<file path="config.mk">
export PLATFORM = sky130hd
export DESIGN_NAME = process_input_scaling_output_router
export DESIGN_NICKNAME = d
export VERILOG_FILES = /design/src/shared/scaling_router_pkg.sv /design/src/core/process_input_scaling_output_router.sv
export SDC_FILE = /design/constraint.sdc
export NUM_CORES = 2
export LEC_CHECK = 0
export BUFFER_PORTS_ARGS = -buffer_cell sky130_fd_sc_hd__buf_2
export CAP_MARGIN = 40
export CORE_MARGIN = 1
export CORE_UTILIZATION = 56
export DETAILED_ROUTE_END_ITERATION = 6
export PLACE_DENSITY = 0.73
export REMOVE_ABC_BUFFERS = 1
export SLEW_MARGIN = 20
export SYNTH_ARGS = -nofsm -noshare
export SYNTH_HDL_FRONTEND = slang
export SYNTH_SLANG_ARGS = --single-unit
</file>
<file path="constraint.sdc">
create_clock -name clk -period 71.7 [get_ports clk]
set_clock_uncertainty 0.15 [all_clocks]
set_input_delay 3.585 -clock clk [delete_from_list [all_inputs] [get_ports clk]]
set_output_delay 3.585 -clock clk [all_outputs]
set_load 0.05 [all_outputs]
</file>
<file path="src/shared/scaling_router_pkg.sv">
// Constants for the input scaling and output routing block.
// Assumes a 20 MHz system clock and a 32-bit Avalon-MM register bus.
package scaling_router_pkg;
    // Register byte offsets.
    localparam logic [5:0] OFF_INPUT_TYPE  = 6'h00;
    localparam logic [5:0] OFF_SCALE_HIGH  = 6'h04;
    localparam logic [5:0] OFF_SCALE_LOW   = 6'h08;
    localparam logic [5:0] OFF_DECIMALS    = 6'h0c;
    localparam logic [5:0] OFF_SHIFT_HIGH  = 6'h10;
    localparam logic [5:0] OFF_SHIFT_LOW   = 6'h14;
    localparam logic [5:0] OFF_ASSIGN      = 6'h18;
    localparam logic [5:0] OFF_CONTROL     = 6'h1c;
    localparam logic [5:0] OFF_PERIOD      = 6'h20;
    localparam logic [5:0] OFF_MANIP       = 6'h24;
    localparam logic [5:0] OFF_RAW_INPUT   = 6'h28;
    localparam logic [5:0] OFF_PROCESS     = 6'h2c;
    localparam logic [5:0] OFF_STATUS      = 6'h30;
    // Reset values, limits and the first analog input type.
    localparam logic [4:0]  INPUT_TYPE_MAX        = 5'h15;
    localparam logic [4:0]  THERMOCOUPLE_DEFAULT  = 5'h02;
    localparam logic [4:0]  FIRST_ANALOG_TYPE     = 5'h0e;
    localparam logic [15:0] SCALE_HIGH_RESET      = 16'h0064;
    localparam logic [15:0] SCALE_LOW_RESET       = 16'h0000;
    localparam logic [1:0]  DECIMALS_RESET        = 2'h0;
    localparam logic [7:0]  PERIOD_RESET_S        = 8'h14;
    localparam logic [6:0]  PERCENT_FULL          = 7'h64;
    // Output function codes.
    localparam logic [2:0] FN_HEAT  = 3'h0;
    localparam logic [2:0] FN_COOL  = 3'h1;
    localparam logic [2:0] FN_ALM1  = 3'h2;
    localparam logic [2:0] FN_ALM2  = 3'h3;
    localparam logic [2:0] FN_ALM3  = 3'h4;
    localparam logic [2:0] FN_LOOPB = 3'h5;
    localparam logic [2:0] FN_ERR1  = 3'h6;
    localparam logic [2:0] FN_ERR2  = 3'h7;
    // Per-destination permission masks, bit n allows function n.
    localparam logic [7:0] ALLOW_OUT1 = 8'h3f;
    localparam logic [7:0] ALLOW_OUT2 = 8'h3f;
    localparam logic [7:0] ALLOW_AUX1 = 8'hfc;
    // Field positions inside the assignment and control registers.
    localparam int ASSIGN_OUT1_LSB = 0;
    localparam int ASSIGN_OUT2_LSB = 4;
    localparam int ASSIGN_AUX1_LSB = 8;
    localparam int CTRL_DIRECT_BIT = 0;
    // Timing: one second time base.
    localparam int CLK_HZ       = 20000000;
    localparam int SECOND_S     = 1;
    localparam int SECOND_TICKS = CLK_HZ * SECOND_S;
    localparam int ADC_FULL     = 4095;
endpackage

</file>
<file path="src/core/process_input_scaling_output_router.sv">
// Input conditioning and output routing stage of a process controller.
// Assumes a synchronous ADC sample, alarm and error levels from elsewhere,
// and a manipulated value in percent from the control loop.
// Notes on behaviour
// RULE1: Input type 0..21, default thermocouple code 2.
// RULE2: Scale only voltage or current inputs.
// RULE3: Range top maps to upper limit.
// RULE4: Decimal setting fixes fractional digits shown.
// RULE5: Defaults: upper 100, lower 0, decimals 0.
// RULE6: Temperature inputs shifted, never scaled.
// RULE7: Separate upper and lower shift settings.
// RULE8: Eight routable output functions generated.
// RULE9: Three outputs, forbidden selections refused.
// RULE10: Cool routed means heat and cool control.
// RULE11: Defaults: heat out1, alarm1 out2, alarm2 aux.
// RULE12: Direction selects reverse or direct action.
// RULE13: Pulse output repeats every control period.
// RULE14: Control period defaults to 20 seconds.
// RULE15: On time equals percent times period.
// RULE16: Short periods only with solid-state outputs.
// RULE17: Relay users weigh control against wear.
// RULE18: Scaled value interpolated between limits.
// RULE19: Period counter on second tick.
`timescale 1ns/10ps
module process_input_scaling_output_router #(
    parameter int TICK_CYCLES = scaling_router_pkg::SECOND_TICKS
) (
    input  wire logic        clk,             // 20 MHz clock.
    input  wire logic        rst_b,           // Async reset, active low.
    input  wire logic [5:0]  address,         // Avalon byte address.
    input  wire logic        read,            // Avalon read request.
    input  wire logic        write,           // Avalon write request.
    input  wire logic [31:0] writedata,       // Avalon write data.
    input  wire logic [3:0]  byteenable,      // Avalon byte lanes.
    output logic [31:0]      readdata,        // Avalon read data.
    output logic             waitrequest,     // Avalon stall.
    input  wire logic [11:0] rawInput,        // ADC sample, full scale 4095.
    input  wire logic [2:0]  alarmIn,         // Alarm 1..3 levels.
    input  wire logic        loopBreakAlarm,  // Loop break alarm level.
    input  wire logic        inputError,      // Input error level.
    input  wire logic        adcError,        // Converter error level.
    output logic             out1,            // Control output 1.
    output logic             out2,            // Control output 2.
    output logic             aux1,            // Auxiliary output 1.
    output logic             heatCoolMode,    // Heat and cool active.
    output logic             directAction,    // Direct action selected.
    output logic signed [15:0] processValue,  // Conditioned value.
    output logic [1:0]       decimalPlaces    // Fraction digits shown.
);
    import scaling_router_pkg::*;

    logic [4:0]         inputType;
    logic signed [15:0] scaleHigh, scaleLow, shiftHigh, shiftLow;
    logic [1:0]         decimalSetting;
    logic [2:0]         selOut1, selOut2, selAux1;
    logic               directSel;
    logic [7:0]         periodSec;
    logic [6:0]         manipulatedValue;
    logic               refusedFlag;
    logic               accessDone;
    logic [24:0]        tickCount;
    logic               secondTick;
    logic [7:0]         periodCount;
    logic [15:0]        onTicks, elapsedTicks;
    logic               pulseOn;
    logic [7:0]         functions;
    logic               isAnalog;

    // Each field write is checked against the destination's mask.
    function automatic logic allowed(input logic [7:0] mask,
                                     input logic [2:0] fn);
        allowed = mask[fn];
    endfunction

    // Linear interpolation by fraction num/den between lo and hi.
    function automatic logic signed [15:0] lerp(
        input logic signed [15:0] lo, input logic signed [15:0] hi,
        input logic [11:0] num, input int den);
        logic signed [31:0] span;
        span = 32'(hi) - 32'(lo);
        lerp = 16'(32'(lo) + (span * $signed({20'h0, num})) / den);
    endfunction

    // One-cycle wait state: every access answers on the second edge.
    always_ff @(posedge clk or negedge rst_b) begin
        if (!rst_b) begin
            accessDone <= 1'b0;
        end else begin
            accessDone <= (read || write) && !accessDone;
        end
    end
    assign waitrequest = (read || write) && !accessDone;

    // Register writes; refused routing leaves the old selection in place.
    always_ff @(posedge clk or negedge rst_b) begin
        if (!rst_b) begin
            // RULE1: default input type
            inputType      <= THERMOCOUPLE_DEFAULT;
            // RULE5: scaling defaults
            scaleHigh      <= SCALE_HIGH_RESET;
            scaleLow       <= SCALE_LOW_RESET;
            decimalSetting <= DECIMALS_RESET;
            shiftHigh      <= 16'h0000;
            shiftLow       <= 16'h0000;
            // RULE11: factory routing
            selOut1        <= FN_HEAT;
            selOut2        <= FN_ALM1;
            selAux1        <= FN_ALM2;
            directSel      <= 1'b0;
            // RULE14: default period
            periodSec      <= PERIOD_RESET_S;
            manipulatedValue <= 7'h00;
            refusedFlag    <= 1'b0;
        end else if (write && accessDone && byteenable[0]) begin
            case (address)
                OFF_INPUT_TYPE: begin
                    // RULE1: range check
                    if (writedata[4:0] <= INPUT_TYPE_MAX) begin
                        inputType <= writedata[4:0];
                    end else begin
                        refusedFlag <= 1'b1;
                    end
                end
                OFF_SCALE_HIGH: scaleHigh <= writedata[15:0];
                OFF_SCALE_LOW:  scaleLow  <= writedata[15:0];
                OFF_DECIMALS:   decimalSetting <= writedata[1:0];
                // RULE7: independent shifts
                OFF_SHIFT_HIGH: shiftHigh <= writedata[15:0];
                OFF_SHIFT_LOW:  shiftLow  <= writedata[15:0];
                OFF_ASSIGN: begin
                    // RULE9: refuse forbidden routing
                    if (allowed(ALLOW_OUT1, writedata[ASSIGN_OUT1_LSB +: 3])
                        && allowed(ALLOW_OUT2,
                                   writedata[ASSIGN_OUT2_LSB +: 3])
                        && allowed(ALLOW_AUX1,
                                   writedata[ASSIGN_AUX1_LSB +: 3])) begin
                        selOut1 <= writedata[ASSIGN_OUT1_LSB +: 3];
                        selOut2 <= writedata[ASSIGN_OUT2_LSB +: 3];
                        selAux1 <= writedata[ASSIGN_AUX1_LSB +: 3];
                    end else begin
                        refusedFlag <= 1'b1;
                    end
                end
                OFF_CONTROL: directSel <= writedata[CTRL_DIRECT_BIT];
                OFF_PERIOD: begin
                    if (writedata[7:0] != 8'h00) begin
                        periodSec <= writedata[7:0];
                    end
                end
                OFF_MANIP: begin
                    if (writedata[6:0] <= PERCENT_FULL) begin
                        manipulatedValue <= writedata[6:0];
                    end
                end
                OFF_STATUS: begin
                    // Write one clears the refusal flag.
                    if (writedata[0]) begin
                        refusedFlag <= 1'b0;
                    end
                end
                default: ;
            endcase
        end
    end

    // Read data is registered on the first edge of the access, ready for the answering edge.
    always_ff @(posedge clk or negedge rst_b) begin
        if (!rst_b) begin
            readdata <= 32'h0000_0000;
        end else if (read && !accessDone) begin
            case (address)
                OFF_INPUT_TYPE: readdata <= {27'h0, inputType};
                OFF_SCALE_HIGH: readdata <= {16'h0, scaleHigh};
                OFF_SCALE_LOW:  readdata <= {16'h0, scaleLow};
                OFF_DECIMALS:   readdata <= {30'h0, decimalSetting};
                OFF_SHIFT_HIGH: readdata <= {16'h0, shiftHigh};
                OFF_SHIFT_LOW:  readdata <= {16'h0, shiftLow};
                OFF_ASSIGN:     readdata <= {21'h0, selAux1, 1'b0,
                                             selOut2, 1'b0, selOut1};
                OFF_CONTROL:    readdata <= {31'h0, directSel};
                OFF_PERIOD:     readdata <= {24'h0, periodSec};
                OFF_MANIP:      readdata <= {25'h0, manipulatedValue};
                OFF_RAW_INPUT:  readdata <= {20'h0, rawInput};
                OFF_PROCESS:    readdata <= {16'h0, processValue};
                OFF_STATUS:     readdata <= {29'h0, pulseOn,
                                             heatCoolMode, refusedFlag};
                default:        readdata <= 32'h0000_0000;
            endcase
        end
    end

    // RULE2: analog types gate scaling
    assign isAnalog = inputType >= FIRST_ANALOG_TYPE;

    // Input conditioning, registered; one cycle of latency.
    always_ff @(posedge clk or negedge rst_b) begin
        if (!rst_b) begin
            processValue <= 16'h0000;
        end else if (isAnalog) begin
            // RULE3: endpoints map to limits
            // RULE18: linear interpolation
            processValue <= lerp(scaleLow, scaleHigh, rawInput, ADC_FULL);
        end else begin
            // RULE6: temperature shift only
            processValue <= 16'($signed({4'h0, rawInput})
                          + lerp(shiftLow, shiftHigh, rawInput, ADC_FULL));
        end
    end

    // RULE4: decimal places presented
    assign decimalPlaces = decimalSetting;

    // RULE19: one-second tick
    always_ff @(posedge clk or negedge rst_b) begin
        if (!rst_b) begin
            tickCount  <= 25'h0;
            secondTick <= 1'b0;
        end else if (tickCount == 25'(TICK_CYCLES - 1)) begin
            tickCount  <= 25'h0;
            secondTick <= 1'b1;
        end else begin
            tickCount  <= tickCount + 25'h1;
            secondTick <= 1'b0;
        end
    end

    // On time kept in percent-seconds, so no divider is needed.
    assign onTicks = 16'(periodSec * manipulatedValue);
    // RULE13: repeating period
    always_ff @(posedge clk or negedge rst_b) begin
        if (!rst_b) begin
            periodCount  <= 8'h00;
            elapsedTicks <= 16'h0000;
        end else if (write && accessDone && address == OFF_PERIOD) begin
            periodCount  <= 8'h00;
            elapsedTicks <= 16'h0000;
        end else if (secondTick) begin
            if (periodCount >= periodSec - 8'h01) begin
                periodCount  <= 8'h00;
                elapsedTicks <= 16'h0000;
            end else begin
                periodCount  <= periodCount + 8'h01;
                elapsedTicks <= elapsedTicks + 16'(PERCENT_FULL);
            end
        end
    end

    // RULE15: on for MV percent of period
    always_ff @(posedge clk or negedge rst_b) begin
        if (!rst_b) begin
            pulseOn <= 1'b0;
        end else begin
            pulseOn <= elapsedTicks < onTicks;
        end
    end

    // RULE12: outside heat and cool mode, reverse drives heat and direct drives cool
    assign directAction = directSel;

    // RULE8: function vector
    always_comb begin
        functions          = 8'h00;
        functions[FN_HEAT] = pulseOn && !directSel;
        functions[FN_COOL] = pulseOn && directSel;
        functions[FN_ALM1] = alarmIn[0];
        functions[FN_ALM2] = alarmIn[1];
        functions[FN_ALM3] = alarmIn[2];
        functions[FN_LOOPB] = loopBreakAlarm;
        functions[FN_ERR1] = inputError;
        functions[FN_ERR2] = adcError;
        if (heatCoolMode) begin
            functions[FN_HEAT] = pulseOn;
            functions[FN_COOL] = pulseOn;
        end
    end

    // RULE10: cool routed selects heat and cool
    assign heatCoolMode = (selOut1 == FN_COOL) || (selOut2 == FN_COOL)
                       || (selAux1 == FN_COOL);

    // RULE9: routing to pins, registered
    always_ff @(posedge clk or negedge rst_b) begin
        if (!rst_b) begin
            out1 <= 1'b0;
            out2 <= 1'b0;
            aux1 <= 1'b0;
        end else begin
            out1 <= functions[selOut1];
            out2 <= functions[selOut2];
            aux1 <= functions[selAux1];
        end
    end

    // Assertions.
    routing_ok_a: assert property (@(posedge clk) disable iff (!rst_b)
        allowed(ALLOW_AUX1, selAux1)) // RULE9
        else $error("aux route holds forbidden function");
    type_range_a: assert property (@(posedge clk) disable iff (!rst_b)
        inputType <= INPUT_TYPE_MAX) // RULE1
        else $error("input type out of range");
    mode_follow_a: assert property (@(posedge clk) disable iff (!rst_b)
        (selOut2 == FN_COOL) |-> heatCoolMode) // RULE10
        else $error("cool routed but not heat cool");
    out_route_a: assert property (@(posedge clk) disable iff (!rst_b)
        ##1 out1 == $past(functions[selOut1])) // RULE9
        else $error("output 1 not its routed function");
    zero_mv_a: assert property (@(posedge clk) disable iff (!rst_b)
        (manipulatedValue == 7'h00) [*2] |-> !pulseOn) // RULE15
        else $error("pulse on at zero MV");
    full_mv_a: assert property (@(posedge clk) disable iff (!rst_b)
        (manipulatedValue == PERCENT_FULL) [*2] |-> pulseOn) // RULE15
        else $error("pulse off at full MV");
    period_wrap_a: assert property (@(posedge clk) disable iff (!rst_b)
        periodCount < periodSec || $changed(periodSec)) // RULE13
        else $error("period counter past period");
    scale_top_a: assert property (@(posedge clk) disable iff (!rst_b)
        (isAnalog && rawInput == 12'hfff) ##1 $stable(scaleHigh)
        |-> processValue == scaleHigh) // RULE3
        else $error("top of range not upper limit");
endmodule

</file>
# Word level (Yosys, flattened, before mapping)
# Memory sizes are Yosys's and may differ from the RTL's.
# Cells that the tools add are included.
word_totals:
  latchBits: 0
  mem_bits_rw: 0
  mem_count: 3
  rom_bits: 24
  register_bits: 200
  inputBits: 64
  output_inout_bits: 56
classes:
  n_eq_ne: 19
  n_div: 2
  n_reduce_logical: 29
  order_cmp: 11
  mul: 3
  n_bitwise: 0
  muxes: 24
  addsub: 9
  n_shift: 0
mem_list:
  columns: ["name", "words", "width", "rd", "rd_clocked_by_memory_dff", "wr", "line", "text"]
  rows:
  - ["(name not given)", 8, 1, 1, 0, 0, "process_input_scaling_output_router.sv:72", "allowed = mask[fn];"]
  - ["(name not given)", 8, 1, 1, 0, 0, "process_input_scaling_output_router.sv:72", null]
  - ["(name not given)", 8, 1, 1, 0, 0, "process_input_scaling_output_router.sv:72", null]
ops:
  columns: ["operator", "n"]
  rows:
  - ["$pmux W16 S13", 1]
  - ["$div A32 B13 Y32 const B", 2]
  - ["$mux W16", 4]
  - ["$mul A17 B13 Y30", 2]
  - ["$sub A16 B16 Y17", 2]
  - ["$add A16 B16 Y16", 2]
  - ["$eq A6 B6 Y1 const B", 5]
  - ["$add A25 B1 Y25 const B", 1]
  - ["$eq A25 B25 Y1 const B", 1]
  - ["$mux W25", 1]
  - ["$eq A6 B5 Y1 const B", 4]
  - ["$lt A3 B4 Y1 const B", 6]
  - ["$mux W8", 3]
  - ["$add A13 B16 Y16", 1]
  - ["$add A16 B7 Y16 const B", 1]
  - ["$lt A16 B15 Y1", 1]
  - ["$mul A8 B7 Y15", 1]
  - ["$eq A6 B4 Y1 const B", 2]
  - ["$reduce_and A2 Y1", 6]
  - ["$reduce_and A3 Y1", 4]
  - ["$mux W1", 10]
  - ["$bmux W1 S3", 3]
  - ["$eq A3 B1 Y1 const B", 3]
  - ["$logic_and A1 B1 Y1", 9]
  - ["17 further kinds", 22]

# Longest topological paths before layout
logic_depth:
  word_depth: 6
  mapped_depth: 133

# Worst setup path after synthesis
# Ideal clock, no wire load.
synth_timing:
  kind: "in2reg"
  startpoint: "input rawInput[6]"
  endpoint: "register processValue[15]"
  n_path_buf: 11
  path_stages: 100
  setup_slack_ns: 44.239
  arrival_time_ns: 27.217
  setup_ns: 0.094
  cell_sequence: "clkbuf_1 -> clkbuf_1 -> nand2_1 -> fa_1 -> fa_1 -> fa_1 -> inv_1 -> fa_1 -> inv_1 -> fa_1 -> inv_1 -> ha_1 -> buf_2 -> a2111o_1 -> o211a_1 -> a2111oi_2 -> a311oi_4 -> nor4_4 -> [... 64 more ...] -> a21o_1 -> a21oi_1 -> o21bai_1 -> a21oi_1 -> o21bai_1 -> a21oi_1 -> o21bai_1 -> a21oi_1 -> o21bai_1 -> a21oi_1 -> o21bai_1 -> a21oi_1 -> o21bai_1 -> a21oi_1 -> xnor2_1 -> nor2b_1 -> a32o_1 -> a211oi_1"
synth_via:
  elab_chain_len: 5
  elab_cells_between_ends: 8
synth_lines:
  columns: ["element", "line", "text"]
  rows:
  - ["from (decl)", "process_input_scaling_output_router.sv:37", "input wire logic [11:0] rawInput,"]
  - ["$mul A17 B13 Y30", "process_input_scaling_output_router.sv:81", "lerp = 16'(32'(lo) + (span * $signed({20'h0, num})) / den);"]
  - ["$div A32 B13 Y32", "process_input_scaling_output_router.sv:81", null]
  - ["$add A16 B16 Y16", "process_input_scaling_output_router.sv:81", null]
  - ["$add A13 B16 Y16", "process_input_scaling_output_router.sv:206", "+ lerp(shiftLow, shiftHigh, rawInput, ADC_FULL));"]
  - ["$mux W16 *", "process_input_scaling_output_router.sv:199", "end else if (isAnalog) begin"]
  - ["to (signal assigned)", "process_input_scaling_output_router.sv:202", "processValue <= lerp(scaleLow, scaleHigh, rawInput, ADC_FULL);"]
  - ["to (signal assigned)", "process_input_scaling_output_router.sv:205", "processValue <= 16'($signed({4'h0, rawInput})"]
  - ["to (decl)", "process_input_scaling_output_router.sv:47", "output logic signed [15:0] processValue,"]
# Every way passes the cells marked *; elsewhere a longest branch is shown, timed or not.
# A chain may end at the register's enable or synchronous reset.

# Worst setup path in the final report
layout_timing:
  startpoint: "input rawInput[2]"
  endpoint: "register processValue[15]"
# The elaborated chain is that of the path after synthesis.

==> flow_summary.yaml <==
placed_design:
  place_congestion: 0.939
  numPortBuffers: 84
  dp_hpwl_mm: 102
timing:
  report.final.setup_viol: 0
  fmax_ghz: 0.0314
  worst-slew-pin-transition_ps: 954
  drv_slew: 0
  fin_crit_sh_pct: 44.5
  hold_viol: 0
  grt_setup_unrepaired: "no"
  layout_min_cycle_time_ps: 31900
  fin_setup_tns_ps: 0
  max_slew_margin_pct: 36.2
critical_path:
  crit_top_cell: "a21oi_1"
  crit_required_ps: 71900
  worstPathMaxFanout: 36
  cp_slowest_cell: "a2111oi_1"
  r2r_cells: 108
  rrSetupSlack_ps: 40080
  arrival_ps: 32100
  cpPeakStageDelay_ps: 970
  r2r_start: "scaleHigh[2]"
  r2r-end: "processValue[15]"
  worstSetupStartpointType: "input port"
  crit_type: "in -> reg"
  worst_setup_path_end_kind: "flop"
global_route:
  gr-usage-met3_pct: 3.71
  grt_pass1_wl_mm: 211
  grt_use_total_pct: 31.0
  grt_max_degree: 80
  grtUsageMet1_pct: 42.6
  grtUsageMet2_pct: 51.9
  antenna_found_initial: 7
  grt_pass1_vias: 40800
  grt_overflow: 0
  top_usage_layer: "met2"
yosys:
  yosys-top-cells-count: "inv_1, nand2_1, fa_1"
  async_reset_ff_share_pct: 100
  synth_area_leaders: "fa_1, dfrtp_1, ha_1, inv_1, nand2_1"
  synth-edff-count: 0
  synth_top_area_share_pct: 18.6
  seq_area_frac_synth_pct: 10.1
  synth_cells: 5727
  yosys_warnings: 0
  ys_types: 130
  synthFlopType: "dfrtp_1"
  synth_top_cell_by_area: "fa_1"
  synth_most_common_cell: "inv_1"
  synth_area_per_cell_um2: 7.89
  synth-seq-cells: 182
  netlist_area_um2: 45200
floorplanning:
  core_um2: 79400
  initial_core_util_pct: 57.0
  die_h_um: 286
  die_area_um2: 81900
  num_rows: 103
  ios: 120
  die_x_um: 286
drt:
  routed_wl_mm: 128
  firstDrtPassIters: 7
  drtIter0Drc: 3957
  ant_nets: 0
  vias: 42600
  drc_errors: 25
  routedWlPerCell_um: 19.0
  routed_via_density: 6.31
cts:
  cts_hold_buf: 0
  clk_path_buf_depth: 2
  cts.sinks: 182
  cts_resized: 0
  tritoncts: "built"
  htreeDepth: 4
  clkSlewWorstSetupHoldPaths_ps: 70
  cts_made_buffers: 17
  cts_setup_buffers: 0
  cts-root-buf: "clkbuf_16"
  clock_latency_ps: 450
worst_hold_path:
  hp-class: "reg -> reg"
  hold_start: "readdata[12]"
  min_to: "readdata[12]"
  min_path_cells: 1
cells_and_area:
  drive_above_1_share_pct: 8.50
  areaGrowthSynthToFinish_pct: 4.71
  final_nets: 6432
  fillers: 7195
job:
  drv_cap: 0
run_status:
  status: "finished, violations left"
  violations: "design-rule violations"
## flip-flops by register name (all words and copies together), names as in the netlist, 3 cells and up
| register | count |
|---|---|
| tickCount | 25 |
| processValue | 16 |
| readdata | 16 |
| scaleHigh | 16 |
| scaleLow | 16 |
| shiftHigh | 16 |
| shiftLow | 16 |
| elapsedTicks | 14 |
| periodCount | 8 |
| periodSec | 8 |
| manipulatedValue | 7 |
| inputType | 5 |
| selAux1 | 3 |
| selOut1 | 3 |
| selOut2 | 3 |
## worst max-delay path by stage
stage,to,from
floorplan,processValue[15],rawInput[3]
global placement,processValue[15],rawInput[2]
detailed placement,processValue[15],rawInput[2]
CTS,processValue[15],rawInput[2]
global route,processValue[15],rawInput[2]
finish,processValue[15],rawInput[2]
## worst max-delay path, delay by kind of cell
family	cells	cell delay [ps]
AND/OR/NAND/NOR	28	7540
buffers and inverters	8	1410
XOR/XNOR	7	1430
adder cells (fa/ha/maj)	11	4350
AO/OA/AOI/OAI	38	12350
multiplexers	2	1350
## cells in the final DEF, fill, tap and decap left out, types with 89 or more instances in the layout
| master | Yosys | layout |
|---|---|---|
| ha_1 | 267 | 267 |
| nor2_1 | 329 | 329 |
| a21oi_1 | 266 | 266 |
| nor3_1 | 131 | 128 |
| inv_1 | 656 | 656 |
| and2_1 | 255 | 255 |
| a31oi_1 | 91 | 90 |
| nand2_1 | 606 | 606 |
| buf_2 | 28 | 89 |
| xnor2_1 | 234 | 232 |
| a21o_1 | 94 | 94 |
| mux2_2 | 112 | 112 |
| o21ai_0 | 237 | 237 |
| dfrtp_1 | 173 | 173 |
| fa_1 | 419 | 419 |
| nand3_1 | 138 | 138 |
| xor2_1 | 131 | 129 |
## cells by family after synthesis
kind of cell             Yosys count  synth area share (%)
AND/OR/NAND/NOR                 2043                  23.6
adder cells (fa/ha/maj)          691                  26.1
XOR/XNOR                         370                  7.25
multiplexers                     157                  3.88
AO/OA/AOI/OAI                   1381                  21.4
other                              1               0.00829
flip-flops                       182                  10.1
buffers and inverters            902                  7.72
## layout make-up
cell class / count / area, µm² / share of cell area [%]
timing repair buffer: 167 / 1090 / 2.30
antenna: 5 / 12.5 / 0.0264
tap: 1050 / 1310 / 2.78
multi-input combinational: 4658 / 37300 / 78.8
sequential: 182 / 4570 / 9.64
clock inverter: 13 / 170 / 0.359
inverter: 656 / 2460 / 5.20
clock buffer: 19 / 443 / 0.936
## metrics by stage
step	hold WS (ps)	util, %	area [µm²]	setup slack, ps	std cells
2_1_floorplan	272	-	44200	43290	5496
3_3_place_gp	304	58.5	46400	40150	6684
3_5_place_dp	311	58.7	46600	39620	6702
4_1_cts	327	59.5	47200	39950	6734
5_1_grt	335	59.6	47300	37660	6746
6_report	321	59.6	47300	39800	6750
## per-layer routing
layer,share of wire (%),wire length (µm),vias up
met3,6.6,8460,228
met5,0.032,41,-
met4,2.4,3050,6
met2,47,60200,1519
li1,-,-,20000
met1,44,56400,20900
Power is left out: the tool's default activity adds up to more than one toggle a clock period on the data nets, which glitch-free logic cannot reach.
